<file path="src/hw/ssx_pkg.sv">
// shared constants and types for the subtract/swap/xor/direction datapath
package ssx_pkg;

  // ----------------------------------------------------------------
  // register byte offsets on the apb bus
  // ----------------------------------------------------------------
  localparam logic [11:0] ADDR_ACCUM = 12'h000;
  localparam logic [11:0] ADDR_STATUS = 12'h004;
  localparam logic [11:0] ADDR_EXEC = 12'h008;
  localparam logic [11:0] ADDR_DIR_A = 12'h00C;
  localparam logic [11:0] ADDR_DIR_B = 12'h010;
  localparam logic [11:0] ADDR_DIR_C = 12'h014;
  // file registers sit at 0x200 + 4 * index
  localparam logic [2:0] FILE_REGION = 3'h1;

  // ----------------------------------------------------------------
  // field positions
  // ----------------------------------------------------------------
  localparam int STAT_C = 0;
  localparam int STAT_DC = 1;
  localparam int STAT_Z = 2;
  localparam int EXEC_DEST_BIT = 3;
  localparam int EXEC_OPND_LSB = 4;
  localparam int FILE_DEPTH = 128;

  // ----------------------------------------------------------------
  // reset values
  // ----------------------------------------------------------------
  localparam logic [7:0] ACCUM_RST = 8'h00;
  localparam logic [2:0] STATUS_RST = 3'h0;
  localparam logic [7:0] DIR_RST = 8'hFF;
  localparam logic [7:0] FILE_RST = 8'h00;
  localparam logic [11:0] EXEC_RST = 12'h000;

  // ----------------------------------------------------------------
  // direction-load operand codes
  // ----------------------------------------------------------------
  localparam logic [7:0] DIR_SEL_A = 8'h05;
  localparam logic [7:0] DIR_SEL_B = 8'h06;
  localparam logic [7:0] DIR_SEL_C = 8'h07;

  // instruction codes written to the exec register
  typedef enum logic [2:0] {
    OP_NONE = 3'h0,
    OP_SUB_BORROW = 3'h1,
    OP_NIBBLE_SWAP = 3'h2,
    OP_XOR_LIT = 3'h3,
    OP_LOAD_DIR = 3'h4,
    OP_XOR_FILE = 3'h5
  } ssx_op_t;

endpackage

</file>
<file path="src/hw/ssx_datapath.sv">
// apb-controlled execution datapath: subtract with borrow, swap, xor, direction load
//
// Decided for this implementation: the register addresses and the APB slave port.
module ssx_datapath
  import ssx_pkg::*;
(
  input  wire logic        clk_i,                // core clock, 10 MHz
  input  wire logic        reset_i,              // async reset, active high
  input  wire logic        psel_i,               // apb select
  input  wire logic        penable_i,            // apb access phase
  input  wire logic        pwrite_i,             // apb direction, 1 = write
  input  wire logic [11:0] paddr_i,              // apb byte address
  input  wire logic [31:0] pwdata_i,             // apb write data
  output logic      [31:0] prdata_o,             // apb read data
  output logic             pready_o,             // apb ready
  output logic             pslverr_o,            // apb error, unmapped address
  output logic      [7:0]  port_a_direction_o,   // port a direction register
  output logic      [7:0]  port_b_direction_o,   // port b direction register
  output logic      [7:0]  port_c_direction_o    // port c direction register
);

  // ----------------------------------------------------------------
  // state
  // ----------------------------------------------------------------
  logic [7:0] accum;
  logic [2:0] status;
  logic [11:0] exec_cmd;
  logic [7:0] file_mem [FILE_DEPTH];
  logic [7:0] next_accum;
  logic [2:0] next_status;
  logic [11:0] next_exec_cmd;
  logic [7:0] next_file_mem [FILE_DEPTH];
  logic [7:0] next_dir_a;
  logic [7:0] next_dir_b;
  logic [7:0] next_dir_c;
  logic [31:0] next_prdata;
  logic next_pready;
  logic next_pslverr;

  // ----------------------------------------------------------------
  // bus decode
  // ----------------------------------------------------------------
  logic access;
  logic in_file;
  logic mapped;
  logic exec_go;
  logic [6:0] bus_idx;
  assign access = psel_i & penable_i & pready_o;
  assign in_file = (paddr_i[11:9] == FILE_REGION);
  assign bus_idx = paddr_i[8:2];
  assign mapped = (paddr_i[1:0] == 2'b00) &&
                  (in_file || paddr_i == ADDR_ACCUM || paddr_i == ADDR_STATUS ||
                   paddr_i == ADDR_EXEC || paddr_i == ADDR_DIR_A ||
                   paddr_i == ADDR_DIR_B || paddr_i == ADDR_DIR_C);
  // a write to the exec register runs the instruction at the write edge
  assign exec_go = access & pwrite_i & (paddr_i == ADDR_EXEC);

  // instruction fields taken straight from the write data
  ssx_op_t op;
  logic dest_file;
  logic [6:0] f_addr;
  logic [7:0] lit;
  logic [7:0] file_sel;
  assign op = ssx_op_t'(pwdata_i[2:0]);
  assign dest_file = pwdata_i[EXEC_DEST_BIT];
  assign f_addr = pwdata_i[EXEC_OPND_LSB +: 7];
  assign lit = pwdata_i[EXEC_OPND_LSB +: 8];
  assign file_sel = file_mem[f_addr];

  logic [7:0] alu_res;
  logic alu_c;
  logic alu_dc;
  logic alu_z;
  logic alu_upd_cdc;
  logic alu_upd_z;
  logic alu_has_res;

  ssx_alu u_alu (
    .op_i(op),
    .accum_i(accum),
    .file_i(file_sel),
    .lit_i(lit),
    .carry_i(status[STAT_C]),
    .result_o(alu_res),
    .carry_o(alu_c),
    .dcarry_o(alu_dc),
    .zero_o(alu_z),
    .upd_cdc_o(alu_upd_cdc),
    .upd_z_o(alu_upd_z),
    .has_res_o(alu_has_res)
  );

  // ----------------------------------------------------------------
  // next-state: software writes, then instruction execution
  // ----------------------------------------------------------------
  always_comb begin
    next_accum = accum;
    next_status = status;
    next_exec_cmd = exec_cmd;
    next_file_mem = file_mem;
    next_dir_a = port_a_direction_o;
    next_dir_b = port_b_direction_o;
    next_dir_c = port_c_direction_o;
    // plain register writes; direction registers only change by instruction
    if (access && pwrite_i && mapped) begin
      if (in_file) begin
        next_file_mem[bus_idx] = pwdata_i[7:0];
      end else if (paddr_i == ADDR_ACCUM) begin
        next_accum = pwdata_i[7:0];
      end else if (paddr_i == ADDR_STATUS) begin
        next_status = pwdata_i[2:0];
      end else if (paddr_i == ADDR_EXEC) begin
        next_exec_cmd = pwdata_i[11:0];
      end
    end
    if (exec_go) begin
      // literal xor always lands in the accumulator
      if (alu_has_res) begin
        if (dest_file && op != OP_XOR_LIT) begin
          next_file_mem[f_addr] = alu_res;
        end else begin
          next_accum = alu_res;
        end
      end
      if (alu_upd_cdc) begin
        next_status[STAT_C] = alu_c;
        next_status[STAT_DC] = alu_dc;
      end
      if (alu_upd_z) begin
        next_status[STAT_Z] = alu_z;
      end
      // operands outside 5..7 load nothing
      if (op == OP_LOAD_DIR) begin
        if (lit == DIR_SEL_A) begin
          next_dir_a = accum;
        end else if (lit == DIR_SEL_B) begin
          next_dir_b = accum;
        end else if (lit == DIR_SEL_C) begin
          next_dir_c = accum;
        end
      end
    end
  end

  // ----------------------------------------------------------------
  // apb answer: zero wait states, data latched during setup
  // ----------------------------------------------------------------
  always_comb begin
    next_pready = psel_i & ~penable_i & ~pready_o;
    next_pslverr = 1'b0;
    next_prdata = 32'h0000_0000;
    if (psel_i && !penable_i) begin
      next_pslverr = ~mapped;
      if (mapped && in_file) begin
        next_prdata = {24'h00_0000, file_mem[bus_idx]};
      end else if (mapped) begin
        case (paddr_i)
          ADDR_ACCUM: next_prdata = {24'h00_0000, accum};
          ADDR_STATUS: next_prdata = {29'h0000_0000, status};
          ADDR_EXEC: next_prdata = {20'h0_0000, exec_cmd};
          ADDR_DIR_A: next_prdata = {24'h00_0000, port_a_direction_o};
          ADDR_DIR_B: next_prdata = {24'h00_0000, port_b_direction_o};
          ADDR_DIR_C: next_prdata = {24'h00_0000, port_c_direction_o};
          default: next_prdata = 32'h0000_0000;
        endcase
      end
    end
  end

  // register everything; file array resets to a constant
  always_ff @(posedge clk_i or posedge reset_i) begin
    if (reset_i) begin
      accum <= ACCUM_RST;
      status <= STATUS_RST;
      exec_cmd <= EXEC_RST;
      port_a_direction_o <= DIR_RST;
      port_b_direction_o <= DIR_RST;
      port_c_direction_o <= DIR_RST;
      prdata_o <= 32'h0000_0000;
      pready_o <= 1'b0;
      pslverr_o <= 1'b0;
      for (int i = 0; i < FILE_DEPTH; i++) begin
        file_mem[i] <= FILE_RST;
      end
    end else begin
      accum <= next_accum;
      status <= next_status;
      exec_cmd <= next_exec_cmd;
      port_a_direction_o <= next_dir_a;
      port_b_direction_o <= next_dir_b;
      port_c_direction_o <= next_dir_c;
      prdata_o <= next_prdata;
      pready_o <= next_pready;
      pslverr_o <= next_pslverr;
      file_mem <= next_file_mem;
    end
  end

  // reference values computed independently of the alu
  logic [7:0] chk_sub;
  logic chk_c;
  logic chk_dc;
  assign chk_sub = file_sel - accum - {7'h00, ~status[STAT_C]};
  assign chk_c = ({1'b0, file_sel} >= ({1'b0, accum} + {8'h00, ~status[STAT_C]}));
  assign chk_dc = ({1'b0, file_sel[3:0]} >= ({1'b0, accum[3:0]} + {4'h0, ~status[STAT_C]}));
endmodule

</file>
<file path="src/hw/ssx_alu.sv">
// combinational arithmetic unit: result and flags for one instruction
module ssx_alu
  import ssx_pkg::*;
(
  input  wire ssx_op_t    op_i,       // decoded instruction
  input  wire logic [7:0] accum_i,    // accumulator value
  input  wire logic [7:0] file_i,     // addressed file register value
  input  wire logic [7:0] lit_i,      // 8-bit literal
  input  wire logic       carry_i,    // current carry (inverted borrow)
  output logic      [7:0] result_o,   // instruction result
  output logic            carry_o,    // new carry
  output logic            dcarry_o,   // new digit carry
  output logic            zero_o,     // new zero flag
  output logic            upd_cdc_o,  // carry and digit carry change
  output logic            upd_z_o,    // zero flag changes
  output logic            has_res_o   // result goes to a destination
);

  logic [8:0] sum9;
  logic [4:0] sum5;

  // ----------------------------------------------------------------
  // subtract as f + ~w + c, so carry out is the inverted borrow
  // ----------------------------------------------------------------
  assign sum9 = {1'b0, file_i} + {1'b0, ~accum_i} + {8'h00, carry_i};
  assign sum5 = {1'b0, file_i[3:0]} + {1'b0, ~accum_i[3:0]} + {4'h0, carry_i};

  // result and flag selection per instruction
  always_comb begin
    result_o = 8'h00;
    upd_cdc_o = 1'b0;
    upd_z_o = 1'b0;
    has_res_o = 1'b0;
    case (op_i)
      OP_SUB_BORROW: begin
        result_o = sum9[7:0];
        upd_cdc_o = 1'b1;
        upd_z_o = 1'b1;
        has_res_o = 1'b1;
      end
      OP_NIBBLE_SWAP: begin
        result_o = {file_i[3:0], file_i[7:4]};  // flags untouched
        has_res_o = 1'b1;
      end
      OP_XOR_LIT: begin
        result_o = accum_i ^ lit_i;
        upd_z_o = 1'b1;
        has_res_o = 1'b1;
      end
      OP_XOR_FILE: begin
        result_o = accum_i ^ file_i;
        upd_z_o = 1'b1;
        has_res_o = 1'b1;
      end
      default: begin
        result_o = 8'h00;
      end
    endcase
  end

  // carry clears when w plus borrow exceeds f, same test on the low nibble
  assign carry_o = sum9[8];
  assign dcarry_o = sum5[4];
  assign zero_o = (result_o == 8'h00);

endmodule

</file>
<file path="config.mk">
export PLATFORM = sky130hd
export DESIGN_NAME = ssx_datapath
export DESIGN_NICKNAME = d
export VERILOG_FILES = /design/src/hw/ssx_pkg.sv /design/src/hw/ssx_datapath.sv /design/src/hw/ssx_alu.sv
export SDC_FILE = /design/constraint.sdc
export NUM_CORES = 2
export LEC_CHECK = 0
export BUFFER_PORTS_ARGS = -buffer_cell sky130_fd_sc_hd__buf_2
export CAP_MARGIN = 30
export CORE_ASPECT_RATIO = 1.2
export CORE_MARGIN = 2
export CORE_UTILIZATION = 35
export DETAILED_ROUTE_END_ITERATION = 8
export GPL_ROUTABILITY_DRIVEN = 1
export PLACE_DENSITY = 0.47
export SKIP_CTS_REPAIR_TIMING = 1
export SLEW_MARGIN = 0
export SYNTH_ARGS = -nofsm -noshare
export SYNTH_HDL_FRONTEND = slang
export SYNTH_SLANG_ARGS = --single-unit
</file>
<file path="constraint.sdc">
create_clock -name clk_i -period 38.3 [get_ports clk_i]
set_clock_uncertainty 0.15 [all_clocks]
set_input_delay 1.915 -clock clk_i [delete_from_list [all_inputs] [get_ports clk_i]]
set_output_delay 1.915 -clock clk_i [all_outputs]
set_load 0.005 [all_outputs]
</file>
* Word level (Yosys, flattened, before mapping)
Cells that the tools add are included.
** Storage, ports and cells
- Input port bits :: 49
- Flip-flop bits (word level) :: 1105
- Word-level logic and storage cells :: 243
- Output and inout port bits :: 58
** Cells by class
- Add/subtract/negate cells :: 4
- Magnitude comparators :: 4
- Reductions and logical operators :: 24
- Equality and inequality tests :: 15
- Mux-type cells :: 39
- Bitwise operators :: 20
** Operators with widths (number)
- $mux W1024 :: 5
- $bwmux W1024 :: 2
- $bmux W8 S7 :: 2
- $demux W8 S7 :: 2
- $mux W8 :: 12
- $pmux W12 S6 :: 1
- $mux W12 :: 3
- $pmux W8 S4 :: 1
- $eq A12 B4 Y1 const B :: 2
- $eq A12 B5 Y1 const B :: 2
- $eq A8 B3 Y1 const B :: 3
- $ge A8 B8 Y1 const B :: 2
- $lt A8 B1 Y1 const B :: 2
- $not A7 Y8 :: 2
- $xor A8 B8 Y8 :: 2
- $mux W3 :: 5
- $eq A12 B3 Y1 const B :: 1
- $logic_not A12 Y1 :: 1
- $reduce_and A5 Y1 :: 2
- $add A8 B8 Y9 :: 1
- $add A9 B1 Y9 :: 1
- $logic_and A1 B1 Y1 :: 8
- $logic_not A8 Y1 :: 1
- $not A1 Y1 :: 8
- other kinds (18) :: 35

* Depth between registers and ports, before layout
- Depth in word-level cells :: 14
- Mapped depth :: 26
- Depth with buffers taken out :: 18

* By module
Synthesis repeated with hierarchy kept, for this count alone.
** Second synthesis, totals
- Cell total of the unflattened synthesis :: 7068
- Area total of the unflattened synthesis :: 69081.3 µm²
** Modules (own cells, without submodules)
- ssx_datapath :: cells each 6948, seq. area each 27181.1 µm², area each 68235.4 µm², instances 1
- ssx_alu :: cells each 120, seq. area each 0.0 µm², area each 845.8 µm², instances 1

* Worst setup path after synthesis
No wires, ideal clock.
- Kind :: input-to-reg
- Start :: in pwdata_i[4]
- End :: reg status[2]
- Arrival :: 6390 ps
- Required time :: 38046 ps
- Stages on the path :: 21
- Slack :: 31657 ps
- Library setup time :: 104 ps
- Buffers on the path :: 3
- Path through :: buf_6 -> buf_6 -> buf_6 -> mux2_2 -> a221oi_1 -> o22ai_1 -> o211a_1 -> a311oi_1 -> a22oi_2 -> fa_1 -> fa_1 -> a21oi_1 -> nor2_1 -> nor2_1 -> o21bai_1 -> a21oi_1 -> xnor2_1 -> a222oi_1 -> o21ai_0 -> or4_1 -> o41ai_2
** Between the ends
- Longest elaborated chain between the ends :: 10
- Elaborated cells between the ends (all ways) :: 12
- Classes of those cells :: 2 x add/sub; 6 x mux; 3 x bitwise; 1 x reduce/logical
** Ends and longest elaborated chain
- start, declared :: RTL line ssx_datapath.sv:13 : input wire logic [31:0] pwdata_i,
- $not A7 Y8 (implied by the code) :: RTL line ssx_datapath.sv:68 : assign file_sel = file_mem[f_addr];
- $bmux W8 S7 :: RTL line ssx_datapath.sv:68
- $mux W8 (implied by the code) (2 in series) :: RTL line ssx_datapath.sv:68
- $add A8 B8 Y9 :: RTL line ssx_alu.sv:25 : assign sum9 = {1'b0, file_i} + {1'b0, ~accum_i} + {8'h00, carry_i};
- $add A9 B1 Y9 :: RTL line ssx_alu.sv:25
- $pmux W8 S4 * :: RTL line ssx_alu.sv:34 : case (op_i)
- $logic_not A8 Y1 * :: RTL line ssx_alu.sv:64 : assign zero_o = (result_o == 8'h00);
- $mux W1 * :: RTL line ssx_datapath.sv:129 : if (alu_upd_z) begin
- $mux W3 * :: RTL line ssx_datapath.sv:116 : if (exec_go) begin
- net next_status[2] :: RTL line ssx_datapath.sv:30 : logic [2:0] next_status;
- end signal, assigned :: RTL line ssx_datapath.sv:187 : status <= next_status;
- end, declared :: RTL line ssx_datapath.sv:26 : logic [2:0] status;
Mark *: on every way through the listed nets, which the timed path passes. The rest lies on a longest branch. The select of a mux whose other input is x is not followed.
A chain may end at the register's enable or synchronous reset.

==> impl_metrics.ini <==
[floorplan]
dieArea_um2 = 200000
num_rows = 178
start_util_pct = 35.1
die_w_um = 409
die_y_um = 490
pin_count = 107
coreArea_um2 = 196000

[logic_synthesis]
syn_area_per_cell_um2 = 9.93
seq_area_frac_synth_pct = 39.5
synth_area_um2 = 68800
synth_cell_types = 95
syn_inst = 6924
synth_edf_count = 0
synthTopCellsByArea = dfrtp_1 39%, mux4_2 13%, mux2i_1 8.7%
yosysTopAreaCellShare_pct = 38.6
ys_async_sr_fraction_pct = 100
ys_warn_count = 0
ys_ff_latch = 1085
synth_commonest_cells = 1,061 x dfrtp_1, 859 x nor2_1, 782 x nand2_1, 692 x a21oi_1, 599 x mux2i_1
yosysMostFrequentCell = dfrtp_1
ys.flop_type = dfrtp_1
synth.largest_area_cell = dfrtp_1

[setup_path]
slowest_stage = a2111oi_0
critical_path_cell_count = 21
crit_start = pwdata_i[5]
r2r_slack_ns = 31.44
start_kind = input pin
path_cells = buf_8, buf_4, buf_4, buf_4, mux2i_1, o22ai_1, nor4_1, a2111oi_0, nand4_1, nor3_1, buf_4, ha_1, a21oi_1, xnor2_1, nand2_1, o21ai_0, a211o_4, buf_4, buf_4, nor2_1, a21oi_1
crit_buf_inv = 7
path_common_cell = buf_4
rr_worst_depth = 17
critical_path.max_stage_delay_ns = 0.94
crit_arrival_ns = 10.50
timing.rr.start = file_mem[420]
cp-endpoint = file_mem[685]
worstSetupPathType = in2reg
end_kind = flip-flop
rr_endpoint = file_mem[685]
crit_fanout = 67
path_delay_family = buffers and inverters
crit_required_ns = 38.86

[finish]
fin_nets = 6764
areaGrowthSynthToFinish_pct = 10.7
fillers = 19300
multi_input_area_um2 = 38800
regArea_um2 = 27200
drive_gt1_share_pct = 19.6
final_cells = 9431

[pwr]
pwr-share-clk_pct = 47.2
cellLeakagePower_nw = 33.7
p_comb_share_pct = 11.3
vdd_drop_max_uv = 47.7
p_seq_share_pct = 41.5
swShare_pct = 29.2
switchingPower_uw = 807
power.density_nw_per_um2 = 36.2
p_int_mw = 1.95

[timing]
relSlewSlack_pct = 2.86
finalCritPeriodShare_pct = 25.9
final_max_slew_viol_count = 0
setup_viol_count_final = 0
rsz0062_at_grt = no
tightest_slew_ns = 1.46
period_needed_ns = 9.94
fmax_ghz = 0.101
hold_violations = 0
tns_ns = 0

[routing]
wl_um = 350000
drtPass1Iterations = 9
drc = 0
avgViaCountPerCell = 6.51
drtIter0Drc = 8830
ant_nets = 0
post_drt_wl_per_cell_um = 37.1
vias = 61440

[clock_network]
clock_sinks = 1085
cts_buffer_depth = 3
cts.clk_slew.worst_paths_ns = 0.06
cts_tree = done
htreeDepth = 4
clock_latency_ns = 0.83
ctsRootBufferMaster = clkbuf_16
cts_buffers = 131

[worst_hold_path]
min_path_type = reg2reg

[placement]
portBuffers = 66
dp_cells = 9173
dp_hpwl_um = 230000
gp_congestion = 1.03

[job]
maxCapViolCount = 0

[status]
status = complete, no violations

[global_route]
grtUsageTotal_pct = 34.3
grt-ovfl-total = 0
grt_pass1_vias = 57663
grt_max_degree = 161
grt_pass1_wl_um = 486000
antenna_found_initial = 33
-- worst min path at each step --
stage	from	to	cells after the start
2_1_floorplan	pready_o	pready_o	1
3_3_place_gp	pready_o	pready_o	1
3_5_place_dp	pready_o	pready_o	1
4_1_cts	pready_o	pready_o	1
5_1_grt	pready_o	pready_o	1
6_report	pready_o	pready_o	1
-- layer usage --
metal / vias up / routed length [um] / track usage (%)
met3: 1066 / 38500 / 10.4
met4: 22 / 29400 / 24.8
met2: 4115 / 152000 / 50.9
met5: - / 196 / 0
li1: 25242 / - / -
met1: 30995 / 130000 / 42.5
-- state kept, by name, indices dropped and copies added, names as in the netlist --
signal / flops
file_mem: 1024
exec_cmd: 12
prdata_o: 12
accum: 8
port_a_direction_o: 8
port_b_direction_o: 8
port_c_direction_o: 8
status: 3
pready_o: 1
pslverr_o: 1
-- area by class of cell --
class	count	share of cell area, %
multi-input cells	5154	50.9
clock buffers	192	5.08
repair buffers	313	3.26
flip-flops and latches	1085	35.7
inverters	21	0.118
clock inverters	33	0.559
diodes	23	0.0756
well taps	2610	4.29
-- layout by cell type (no fill, tap or decap), drive strengths merged, types with 49 or more instances in the layout --
| cell type | count |
|---|---|
| a21oi | 692 |
| clkbuf | 192 |
| mux2 | 327 |
| nor2b | 50 |
| a31oi | 91 |
| o21ai | 425 |
| nand3 | 58 |
| mux4 | 397 |
| a22o | 87 |
| a22oi | 255 |
| mux2i | 599 |
| nor3 | 49 |
| buf | 312 |
| a221oi | 90 |
| dfrtp | 1061 |
| nor2 | 860 |
| nand2 | 782 |
-- power groups by stage --
stage | clock network, mW | logic [mW] | registers, mW
2_1_floorplan | 0 | 0.163 | 1.17
3_3_place_gp | 0 | 0.296 | 1.17
3_5_place_dp | 0 | 0.296 | 1.17
4_1_cts | 1.32 | 0.297 | 1.15
5_1_grt | 1.36 | 0.311 | 1.15
6_report | 1.30 | 0.311 | 1.15
-- per-stage QoR --
step / utilization [%] / setup WS (ns) / total power, mW / cell area, um^2 / hold slack [ns]
6_report: 38.9 / 28.36 / 2.76 / 76200 / 0.323
5_1_grt: 38.9 / 28.31 / 2.82 / 76100 / 0.346
4_1_cts: 38.8 / 28.36 / 2.76 / 75900 / 0.323
3_5_place_dp: 36.6 / 27.51 / 1.46 / 71600 / 0.317
3_3_place_gp: 36.5 / 27.52 / 1.46 / 71500 / 0.310
2_1_floorplan: - / 5.73 / 1.33 / 68900 / 0.314
-- logic make-up (layout without fill, tap and decap cells) --
logic type / Yosys count / after routing / share of synthesized area, %
adder cells (fa/ha/maj): 9 / 9 / 0.186
flip-flops: 1085 / 1085 / 39.5
buffers and inverters: 704 / 559 / 4.63
multiplexers: 1323 / 1323 / 27.1
AO/OA/AOI/OAI: 1882 / 1882 / 17.1
XOR/XNOR: 21 / 21 / 0.267
AND/OR/NAND/NOR: 1899 / 1899 / 11.2
other: 1 / 43 / 0.00545
No activity file was read; power rests on OpenSTA's default activity.
